**config.mk**
```make
export PLATFORM = sky130hd
export DESIGN_NAME = spw_wakeup
export DESIGN_NICKNAME = d
export VERILOG_FILES = /design/src/design/spw_pkg.sv /design/src/design/spw_wakeup.sv /design/src/design/spw_fifo.sv
export SDC_FILE = /design/constraint.sdc
export NUM_CORES = 1
export LEC_CHECK = 0
export ABC_AREA = 1
export BUFFER_PORTS_ARGS = -buffer_cell sky130_fd_sc_hd__buf_2
export CORE_MARGIN = 10
export CORE_UTILIZATION = 30
export CTS_CLUSTER_SIZE = 10
export DETAILED_ROUTE_END_ITERATION = 12
export SLEW_MARGIN = 20
export SYNTH_ARGS = -nofsm -noshare
export SYNTH_HDL_FRONTEND = slang
export SYNTH_HIERARCHICAL = 1
export SYNTH_SLANG_ARGS = --single-unit
export TNS_END_PERCENT = 100
```
**constraint.sdc**
```tcl
create_clock -name clock -period 5.21 [get_ports clock]
set_input_delay 1.042 -clock clock [delete_from_list [all_inputs] [get_ports clock]]
set_output_delay 1.042 -clock clock [all_outputs]
set_load 0.05 [all_outputs]
```
**src/design/spw_pkg.sv**
```systemverilog
`default_nettype none
package spw_pkg;
	// ==========================================
	// Register offsets (7-bit serial addresses)
	localparam logic [6:0] ADDR_PATTERN_LOW = 7'h0D;
	localparam logic [6:0] ADDR_PATTERN_HIGH = 7'h0E;
	localparam logic [6:0] ADDR_INTERRUPT_FLAGS = 7'h13;
	localparam logic [6:0] ADDR_POWER_STATE = 7'h14;
	localparam logic [6:0] ADDR_LISTEN_TIME = 7'h17;
	localparam logic [6:0] ADDR_WAKE_RATIO = 7'h18;
	localparam logic [6:0] ADDR_PATTERN_LENGTH = 7'h19;

	// ==========================================
	// Field positions
	localparam int BIT_PATTERN_FOUND = 0;
	localparam int BIT_XO_ENABLE = 0;
	localparam int BIT_POLLING_ENABLE = 1;
	localparam int BIT_HOST_LISTEN_ENABLE = 2;

	// ==========================================
	// Reset values
	localparam logic [15:0] RESET_PATTERN_WORD = 16'h0000;
	localparam logic [7:0] RESET_LISTEN_TIME = 8'h00;
	localparam logic [6:0] RESET_WAIT_RATIO = 7'h00;
	localparam logic [3:0] RESET_PATTERN_LENGTH = 4'hF;

	// ==========================================
	// Timing
	localparam int CLOCK_PERIOD_NS = 20;
	localparam int LISTEN_STEP_NS = 80000;
	localparam int LISTEN_MIN_NS = 480000;
	localparam int TICK_CYCLES = (LISTEN_STEP_NS + CLOCK_PERIOD_NS - 1)
		/ CLOCK_PERIOD_NS;
	localparam int LISTEN_MIN_TICKS = LISTEN_MIN_NS / LISTEN_STEP_NS;

	// ==========================================
	// Serial frame layout
	localparam logic [4:0] SPI_HEADER_LAST = 5'h07;
	localparam logic [4:0] SPI_FRAME_LAST = 5'h0F;

	// ==========================================
	// Data path
	localparam int SYMBOL_WIDTH = 1;
	localparam int FIFO_DEPTH = 16;

	typedef enum logic [1:0] {
		SPW_STANDBY = 2'b00,
		SPW_LISTEN = 2'b01,
		SPW_WAIT = 2'b10,
		SPW_HOST = 2'b11
	} spw_state_type;
endpackage : spw_pkg
`default_nettype wire

```
**src/design/spw_wakeup.sv**
```systemverilog
// How it works
// - Wait window equals (ratio field plus one) listen windows, ratio 1..128.
// - Wake period is one listen window plus the wait window.
// - Listen window spans 0.48 ms to 20.88 ms.
// - A validated pattern during listening sets the pattern-found flag.
// - Reading flags clears flag and polling enable, data high, standby.
// - Four-bit length code L selects an L plus one bit pattern.
// - Sixteen-bit pattern in two bytes; bit 0 is newest received.
// - Each raw bit expands to two symbols: 0 gives 10, 1 gives 01.
// - Only pattern bits L down to 0 take part in the match.
// - Match is checked at every symbol, so any phase alignment triggers.
// - In host-controlled receive the data output follows demodulated symbols.
// - Data output stays high while listening and into a matchless wait.
// - After a match data goes low on wait entry and stays low through the wait.
// - Unread flag: listen again high, drop low at each wait entry.
// - Listen window is 0.48 ms plus 0.08 ms per field count.
// - Polling starts when enable is written one in standby with the crystal on.
`timescale 1ns/1ps
`default_nettype none
module spw_wakeup (
	// Clock and reset
	input wire logic clock,
	input wire logic rst,
	input wire logic ce,
	input wire logic pwrdn,
	// Serial register port
	input wire logic spi_csb_n,
	input wire logic spi_sclk,
	input wire logic sdio_in,
	output logic sdio_out,
	output logic sdio_oe_n,
	// Demodulated symbol stream
	input wire logic demod_valid,
	input wire logic demod_bit,
	output logic demod_ready,
	// Data pin and status
	output logic data_out,
	output logic receiver_on
);
	// ==========================================
	// Registers and state
	spw_pkg::spw_state_type state;
	spw_pkg::spw_state_type next_state;
	logic [15:0] pattern_word;
	logic [7:0] listen_time;
	logic [6:0] wait_listen_ratio;
	logic [3:0] pattern_length;
	logic xo_enable;
	logic polling_enable;
	logic host_listen_enable;
	logic pattern_found_flag;

	// ==========================================
	// Serial slave, mode 0, MSB first:
	// header = read bit + 7-bit address, then one data byte
	logic sclk_q;
	logic [4:0] bit_cnt;
	logic [6:0] shift_in;
	logic [6:0] addr;
	logic is_read;
	logic [7:0] out_shift;

	wire sclk_rise = ~spi_csb_n & spi_sclk & ~sclk_q;
	wire sclk_fall = ~spi_csb_n & ~spi_sclk & sclk_q;
	wire header_done = sclk_rise & (bit_cnt == spw_pkg::SPI_HEADER_LAST);
	wire [6:0] header_addr = {shift_in[5:0], sdio_in};
	wire header_read = shift_in[6];
	wire read_flags = header_done & header_read
		& (header_addr == spw_pkg::ADDR_INTERRUPT_FLAGS);
	wire wr_strobe = sclk_rise & ~is_read
		& (bit_cnt == spw_pkg::SPI_FRAME_LAST);
	wire [7:0] wdata = {shift_in, sdio_in};
	wire data_phase = (bit_cnt[4:3] == 2'b01);

	function automatic logic hit(input logic [6:0] a, input logic [6:0] b);
		hit = (a == b);
	endfunction : hit

	wire [7:0] power_state_value = {5'h00,
		host_listen_enable, polling_enable, xo_enable};

	function automatic logic [7:0] read_mux(input logic [6:0] a,
		input logic [15:0] pw, input logic [7:0] lt, input logic [6:0] wr,
		input logic [3:0] pl, input logic pf, input logic [7:0] ps);
		read_mux = 8'h00;
		if (hit(a, spw_pkg::ADDR_PATTERN_LOW)) read_mux = pw[7:0];
		if (hit(a, spw_pkg::ADDR_PATTERN_HIGH)) read_mux = pw[15:8];
		if (hit(a, spw_pkg::ADDR_INTERRUPT_FLAGS)) read_mux = {7'h00, pf};
		if (hit(a, spw_pkg::ADDR_POWER_STATE)) read_mux = ps;
		if (hit(a, spw_pkg::ADDR_LISTEN_TIME)) read_mux = lt;
		if (hit(a, spw_pkg::ADDR_WAKE_RATIO)) read_mux = {1'b0, wr};
		if (hit(a, spw_pkg::ADDR_PATTERN_LENGTH)) read_mux = {4'h0, pl};
	endfunction : read_mux

	always_ff @(posedge clock or posedge rst) begin
		if (rst) begin
			sclk_q <= 1'b0;
			bit_cnt <= 5'h00;
			shift_in <= 7'h00;
			addr <= 7'h00;
			is_read <= 1'b0;
			out_shift <= 8'h00;
			sdio_out <= 1'b0;
			sdio_oe_n <= 1'b1;
		end else if (ce) begin
			sclk_q <= spi_sclk;
			if (spi_csb_n || pwrdn) begin
				bit_cnt <= 5'h00;
				sdio_oe_n <= 1'b1;
			end else if (sclk_rise) begin
				shift_in <= {shift_in[5:0], sdio_in};
				bit_cnt <= bit_cnt + 5'h01;
				if (header_done) begin
					addr <= header_addr;
					is_read <= header_read;
					out_shift <= read_mux(header_addr, pattern_word,
						listen_time, wait_listen_ratio, pattern_length,
						pattern_found_flag, power_state_value);
				end
			end else if (sclk_fall && is_read && data_phase) begin
				sdio_out <= out_shift[7];
				out_shift <= {out_shift[6:0], 1'b0};
				sdio_oe_n <= 1'b0;
			end
		end
	end

	// ==========================================
	// Register writes; configuration is locked outside standby
	wire cfg_open = (state == spw_pkg::SPW_STANDBY);
	wire ctrl_wr = wr_strobe & hit(addr, spw_pkg::ADDR_POWER_STATE);
	wire cfg_wr = wr_strobe & cfg_open;
	wire want_poll = wdata[spw_pkg::BIT_POLLING_ENABLE];
	wire want_host = wdata[spw_pkg::BIT_HOST_LISTEN_ENABLE];
	logic match_now;

	always_ff @(posedge clock or posedge rst) begin
		if (rst) begin
			pattern_word <= spw_pkg::RESET_PATTERN_WORD;
			listen_time <= spw_pkg::RESET_LISTEN_TIME;
			wait_listen_ratio <= spw_pkg::RESET_WAIT_RATIO;
			pattern_length <= spw_pkg::RESET_PATTERN_LENGTH;
			xo_enable <= 1'b0;
			polling_enable <= 1'b0;
			host_listen_enable <= 1'b0;
			pattern_found_flag <= 1'b0;
		end else if (ce && pwrdn) begin
			pattern_word <= spw_pkg::RESET_PATTERN_WORD;
			listen_time <= spw_pkg::RESET_LISTEN_TIME;
			wait_listen_ratio <= spw_pkg::RESET_WAIT_RATIO;
			pattern_length <= spw_pkg::RESET_PATTERN_LENGTH;
			xo_enable <= 1'b0;
			polling_enable <= 1'b0;
			host_listen_enable <= 1'b0;
			pattern_found_flag <= 1'b0;
		end else if (ce) begin
			if (cfg_wr && hit(addr, spw_pkg::ADDR_PATTERN_LOW))
				pattern_word[7:0] <= wdata;
			if (cfg_wr && hit(addr, spw_pkg::ADDR_PATTERN_HIGH))
				pattern_word[15:8] <= wdata;
			if (cfg_wr && hit(addr, spw_pkg::ADDR_LISTEN_TIME))
				listen_time <= wdata;
			if (cfg_wr && hit(addr, spw_pkg::ADDR_WAKE_RATIO))
				wait_listen_ratio <= wdata[6:0];
			if (cfg_wr && hit(addr, spw_pkg::ADDR_PATTERN_LENGTH))
				pattern_length <= wdata[3:0];
			if (ctrl_wr) begin
				xo_enable <= wdata[spw_pkg::BIT_XO_ENABLE];
				// Polling only starts from standby with the crystal on
				if (!want_poll || (cfg_open && !host_listen_enable))
					polling_enable <= want_poll;
				if (!want_host || !polling_enable)
					host_listen_enable <= want_host;
			end
			if (read_flags)
				polling_enable <= 1'b0;
			// A match in the clearing cycle survives the clear
			pattern_found_flag <= match_now
				| (pattern_found_flag & ~read_flags);
		end
	end

	// ==========================================
	// Wake timer: prescaler tick, listen and wait counters
	logic [11:0] prescale;
	logic [8:0] ticks_left;
	logic [7:0] windows_left;
	wire tick = (prescale == 12'(spw_pkg::TICK_CYCLES - 1));
	wire [8:0] listen_ticks = 9'(spw_pkg::LISTEN_MIN_TICKS)
		+ {1'b0, listen_time};
	wire window_done = tick & (ticks_left == 9'h001);
	wire polling = (state == spw_pkg::SPW_LISTEN)
		| (state == spw_pkg::SPW_WAIT);

	always_comb begin
		next_state = state;
		unique case (state)
			spw_pkg::SPW_STANDBY: begin
				if (polling_enable && xo_enable)
					next_state = spw_pkg::SPW_WAIT;
				else if (host_listen_enable && xo_enable)
					next_state = spw_pkg::SPW_HOST;
			end
			spw_pkg::SPW_LISTEN: begin
				if (!polling_enable || read_flags)
					next_state = spw_pkg::SPW_STANDBY;
				else if (window_done)
					next_state = spw_pkg::SPW_WAIT;
			end
			spw_pkg::SPW_WAIT: begin
				if (!polling_enable || read_flags)
					next_state = spw_pkg::SPW_STANDBY;
				else if (window_done && windows_left == 8'h00)
					next_state = spw_pkg::SPW_LISTEN;
			end
			spw_pkg::SPW_HOST: begin
				if (!host_listen_enable || !xo_enable)
					next_state = spw_pkg::SPW_STANDBY;
			end
		endcase
	end

	wire changing = (next_state != state);

	always_ff @(posedge clock or posedge rst) begin
		if (rst) begin
			state <= spw_pkg::SPW_STANDBY;
			prescale <= 12'h000;
			ticks_left <= 9'h000;
			windows_left <= 8'h00;
		end else if (ce) begin
			state <= pwrdn ? spw_pkg::SPW_STANDBY : next_state;
			if (changing || !polling || tick)
				prescale <= 12'h000;
			else
				prescale <= prescale + 12'h001;
			if (changing) begin
				ticks_left <= listen_ticks;
				windows_left <= {1'b0, wait_listen_ratio};
			end else if (window_done) begin
				ticks_left <= listen_ticks;
				windows_left <= windows_left - 8'h01;
			end else if (tick) begin
				ticks_left <= ticks_left - 9'h001;
			end
		end
	end

	// ==========================================
	// Symbol buffer between demodulator and matcher
	wire rx_active = (state == spw_pkg::SPW_LISTEN)
		| (state == spw_pkg::SPW_HOST);
	wire sym_valid;
	wire [spw_pkg::SYMBOL_WIDTH-1:0] sym_data;
	wire sym_pop = sym_valid & rx_active;

	spw_fifo #(
		.WIDTH(spw_pkg::SYMBOL_WIDTH),
		.DEPTH(spw_pkg::FIFO_DEPTH)
	) symbol_fifo (
		.clock(clock),
		.rst(rst),
		.ce(ce),
		.in_valid(demod_valid),
		.in_data(demod_bit),
		.in_ready(demod_ready),
		.out_valid(sym_valid),
		.out_data(sym_data),
		.out_ready(rx_active)
	);

	// ==========================================
	// Manchester matcher
	logic [31:0] symbols;
	logic [31:0] expected;
	logic [31:0] care;
	wire [31:0] next_symbols = {symbols[30:0], sym_data[0]};

	generate
		for (genvar i = 0; i < 16; i++) begin : g_expand
			// Raw 0 gives symbols 1 then 0, raw 1 gives 0 then 1
			assign expected[2*i] = pattern_word[i];
			assign expected[2*i+1] = ~pattern_word[i];
			assign care[2*i] = (4'(i) <= pattern_length);
			assign care[2*i+1] = (4'(i) <= pattern_length);
		end
	endgenerate

	// Checked on every symbol, so the pattern may start at any phase
	assign match_now = sym_pop & (state == spw_pkg::SPW_LISTEN)
		& (((next_symbols ^ expected) & care) == 32'h0);

	always_ff @(posedge clock or posedge rst) begin
		if (rst) begin
			symbols <= 32'h0;
		end else if (ce) begin
			// Flushed on listen entry so old symbols cannot match
			if (changing && next_state == spw_pkg::SPW_LISTEN)
				symbols <= 32'h0;
			else if (sym_pop)
				symbols <= next_symbols;
		end
	end

	// ==========================================
	// Data pin and status
	wire next_flag = match_now | (pattern_found_flag & ~read_flags);
	wire low_in_wait = (next_state == spw_pkg::SPW_WAIT) & next_flag;

	always_ff @(posedge clock or posedge rst) begin
		if (rst) begin
			data_out <= 1'b1;
			receiver_on <= 1'b0;
		end else if (ce) begin
			receiver_on <= ~pwrdn & (next_state == spw_pkg::SPW_LISTEN
				| next_state == spw_pkg::SPW_HOST);
			if (pwrdn)
				data_out <= 1'b1;
			else if (state == spw_pkg::SPW_HOST && next_state == state)
				data_out <= sym_pop ? sym_data[0] : data_out;
			else if (low_in_wait)
				data_out <= 1'b0;
			else
				data_out <= 1'b1;
		end
	end
endmodule : spw_wakeup
`default_nettype wire

```
**src/design/spw_fifo.sv**
```systemverilog
`timescale 1ns/1ps
`default_nettype none
module spw_fifo #(
	parameter int WIDTH = 1,
	parameter int DEPTH = 16
) (
	// Clock and reset
	input wire logic clock,
	input wire logic rst,
	input wire logic ce,
	// Filling side
	input wire logic in_valid,
	input wire logic [WIDTH-1:0] in_data,
	output logic in_ready,
	// Draining side
	output logic out_valid,
	output logic [WIDTH-1:0] out_data,
	input wire logic out_ready
);
	// ==========================================
	// Storage; DEPTH must be a power of two so pointers wrap freely
	localparam int AW = $clog2(DEPTH);
	localparam logic [AW:0] FULL_COUNT = (AW + 1)'(DEPTH);

	logic [WIDTH-1:0] mem [DEPTH];
	logic [AW-1:0] wr_ptr;
	logic [AW-1:0] rd_ptr;
	logic [AW:0] count;

	wire push = in_valid & in_ready;
	wire pop = out_valid & out_ready;
	wire [AW:0] next_count = count + {{AW{1'b0}}, push}
		- {{AW{1'b0}}, pop};

	assign out_valid = (count != '0);
	assign out_data = mem[rd_ptr];

	always_ff @(posedge clock) begin
		if (ce && push) begin
			mem[wr_ptr] <= in_data;
		end
	end

	always_ff @(posedge clock or posedge rst) begin
		if (rst) begin
			wr_ptr <= '0;
			rd_ptr <= '0;
			count <= '0;
			in_ready <= 1'b1;
		end else if (ce) begin
			wr_ptr <= wr_ptr + AW'(push);
			rd_ptr <= rd_ptr + AW'(pop);
			count <= next_count;
			// Registered so the source sees a clean flop
			in_ready <= (next_count != FULL_COUNT);
		end
	end
endmodule : spw_fifo
`default_nettype wire

```
==> metrics.cfg <==
[drt]
drt-pass1-iter-count=5
drc_errors=0
met2_length_um=10100
routed_via_density=4.79
drt-met1-wl_um=10700
met3_length_um=758
routed.top_layer=met4
vias=7456
drt_iter0_drc=468
ant_nets=0
wirelength_um=21800
wl_per_cell_um=14.0

[floorplan]
fp-row-count=63
die_area_sq_mm=0.0380
core_sq_mm=0.0299
die_w_um=195
die_y_um=195
pin_count=14
initial_utilization_pct=30.7

[cells_and_area]
nets=1188
antenna_cells=0
drive_above_1_share_pct=10.7
synthToLayoutAreaGrowth_pct=11.0
fin_cells=1558
stdcell_area_sq_mm=0.0102

[placement]
post-place-ws_ns=1.68
dpl-instance-area_sq_mm=0.00957
place_inst=1526
gp_congestion=0.856
portBuffers=13
dp_hpwl_um=15700

[synth]
synth_top_area_share_pct=38.2
synthAdderAreaFrac_pct=3.35
post-synth-top-count-cell=nand2_1
yosys_warnings=6
synth_cell_types=52
synth_edf_count=16
ys_seq_elements=163
synth_compound_area_share_pct=10.6
synth-xor-area-share_pct=4.01
synth.area.top_cells=dfrtp_1 38%, nand2_1 12%, edfxtp_1 5.2%
yosys.area.top_type=dfrtp_1
syn_inst=1150
ys_seq_area_share_pct=45.4
synthTopCellsByCount=292 x nand2_1, 140 x dfrtp_1, 123 x inv_1, 107 x nor2_1, 88 x o21ai_0
synth_mux_area_share_pct=0
synth_top_family_by_area=simple AND/OR/NAND/NOR gates
syn-num-nets=1183
synth-simple-area-share_pct=29.0
syn_area_per_cell_sq_um=7.98
ys.flop_type=dfrtp_1
async_flop_share_pct=90.2
syn_area_sq_mm=0.00918

[worst_setup_path]
path_class=primary input to flip-flop
cpMostUsedCell=nand2_4
critPathMaxStageDelay_ns=0.31
end_kind=flip-flop
cp.required_ns=5.57
worst-path-max-fanout=32
setup.worst_path.start_class=primary input
rrSetupSlack_ns=2.17
worstPathArrival_ns=3.48
worst_path_max_delay_cell=nand2_4
path_cells=buf_2 -> inv_2 -> nand3_2 -> nor2_1 -> nand3_2 -> nand2_2 -> nor2_1 -> a21oi_2 -> nand2_2 -> nand2_4 -> nand2_2 -> nand2_4 -> nand2_8 -> nand2_4 -> nand2_4 -> nand2_8 -> nand2_1 -> nand2_1

[timing]
fin_ws_ns=2.09
drv_slew=0
finalHoldViolCount=0
min_period_ns=3.12
setup_tns_ns=0
skew_ns=0.00917
max_slew_margin_pct=33.8
fmax_mhz=321
worst_slew_pin_slew_ns=0.987
rsz0062_at_grt=no
setup_viol=0
period_share_pct=59.8

[cts]
post-cts-setup-buffers=0
insertion_delay_ns=0.43
clk_path_buf_depth=2
cts.clk_slew.worst_paths_ns=0.06
cts.sinks=163
cts_tree=yes
holdBufCountCts=0
ctsResizeCount=0
clockRootBuffer=clkbuf_16
htreeDepth=4
cts_buffers=17

[worst_hold_path]
hold_class=flip-flop to flip-flop

[global_routing]
grt_max_degree=110
grt_pass1_wl_um=36800
overflow=0
grt_pass1_vias=7157
antenna_found_initial=1
track_usage_pct=11.6

[job]
cap_viol_max_count=0

[power_and_ir_drop]
powerDensity_mw_per_mm2=470
peakVddDrop_uv=218
p_leak_nw=4.69

[status]
status=finished, final reports clean

-- worst max-delay path: cells and delay by family --
| family | cells | cell delay, ns |
|---|---|---|
| and+or+nand+nor | 15 | 2.10 |
| buffers and inverters | 2 | 0.17 |
| AOI/OAI and AO/OA | 1 | 0.12 |
-- power breakdown --
part           internal, mW  switching (mW)  total [mW]
registers              1.48           0.213        1.70
clock network         0.794           0.512        1.31
logic                 0.562            1.22        1.78
total                  2.84            1.95        4.79
-- area by class of cell --
cell class | instances | area (sq um)
Multi-Input combinational cell | 823 | 4320
Tap cell | 390 | 488
Sequential cell | 163 | 4170
Inverter | 134 | 515
Clock inverter | 9 | 130
Clock buffer | 23 | 479
Fill cell | 3078 | 19700
Timing Repair Buffer | 16 | 87.6
-- placed cells by master (no fill, tap or decap), types with 3 or more instances in the layout --
master and n:
nor2_1 107, xor2_1 31, o21ai_1 13, nor3_1 21
nand2_4 5, nand3_2 4, edfxtp_1 16, a21oi_1 34
nor2_2 3, o211ai_1 9, nand2_2 39, a221oi_1 3
dfrtp_1 140, o21ai_0 88, a22oi_1 6, nor4_1 5
bufinv_16 3, buf_4 3, ha_1 23, clkbuf_1 4
clkinvlp_4 4, inv_1 121, buf_2 13, inv_2 8
nand2_1 292, dfstp_2 7, clkbuf_16 18, nand3b_1 5
o22ai_1 5, nand3_1 51, xnor2_1 11, nand4_1 42
-- final timing paths --
kind	start	cells after the start	to
max in group asynchronous	rst	3	data_out$_DFFE_PP1P_
hold / removal	data_out$_DFFE_PP1P_	2	data_out$_DFFE_PP1P_
min in group asynchronous	rst	2	symbol_fifo/wr_ptr[2]$_DFFE_PP0P_
setup reg to reg	state[1]$_DFFE_PP0P_	15	symbol_fifo/in_ready$_DFFE_PP1P_
hold reg to reg	data_out$_DFFE_PP1P_	2	data_out$_DFFE_PP1P_
setup / recovery	spi_csb_n	18	symbols[30]$_DFFE_PP0P_
-- per-stage QoR --
| step | util (%) | hold WS (ns) | total power [mW] |
|---|---|---|---|
| 2_1_floorplan | - | 0.442 | 3.20 |
| 3_3_place_gp | 32.0 | 0.451 | 3.48 |
| 3_5_place_dp | 32.0 | 0.463 | 3.50 |
| 4_1_cts | 34.1 | 0.468 | 4.83 |
| 5_1_grt | 34.1 | 0.491 | 5.16 |
| 6_report | 34.1 | 0.466 | 4.79 |
-- sequential cells by signal, summed over array words and instances (netlist names), 4 cells and up --
register / count
symbols: 31
pattern_word: 16
symbol_fifo/mem: 16
prescale: 12
ticks_left: 9
listen_time: 8
out_shift: 8
windows_left: 8
addr: 7
shift_in: 7
wait_listen_ratio: 7
bit_cnt: 5
symbol_fifo/count: 5
pattern_length: 4
symbol_fifo/rd_ptr: 4
symbol_fifo/wr_ptr: 4
-- routing by layer --
metal	vias up	GRT usage, %
met5	-	0
met2	116	18.1
met1	3545	15.7
met4	0	3.27
met3	20	2.39
li1	3775	-
-- cells by family after synthesis --
family          Yosys count
buf+inv                 164
simple gates            584
compound gates          173
fa+ha+maj                24
flops                   163
xor+xnor                 42
Power figures use the tool's default switching activity.
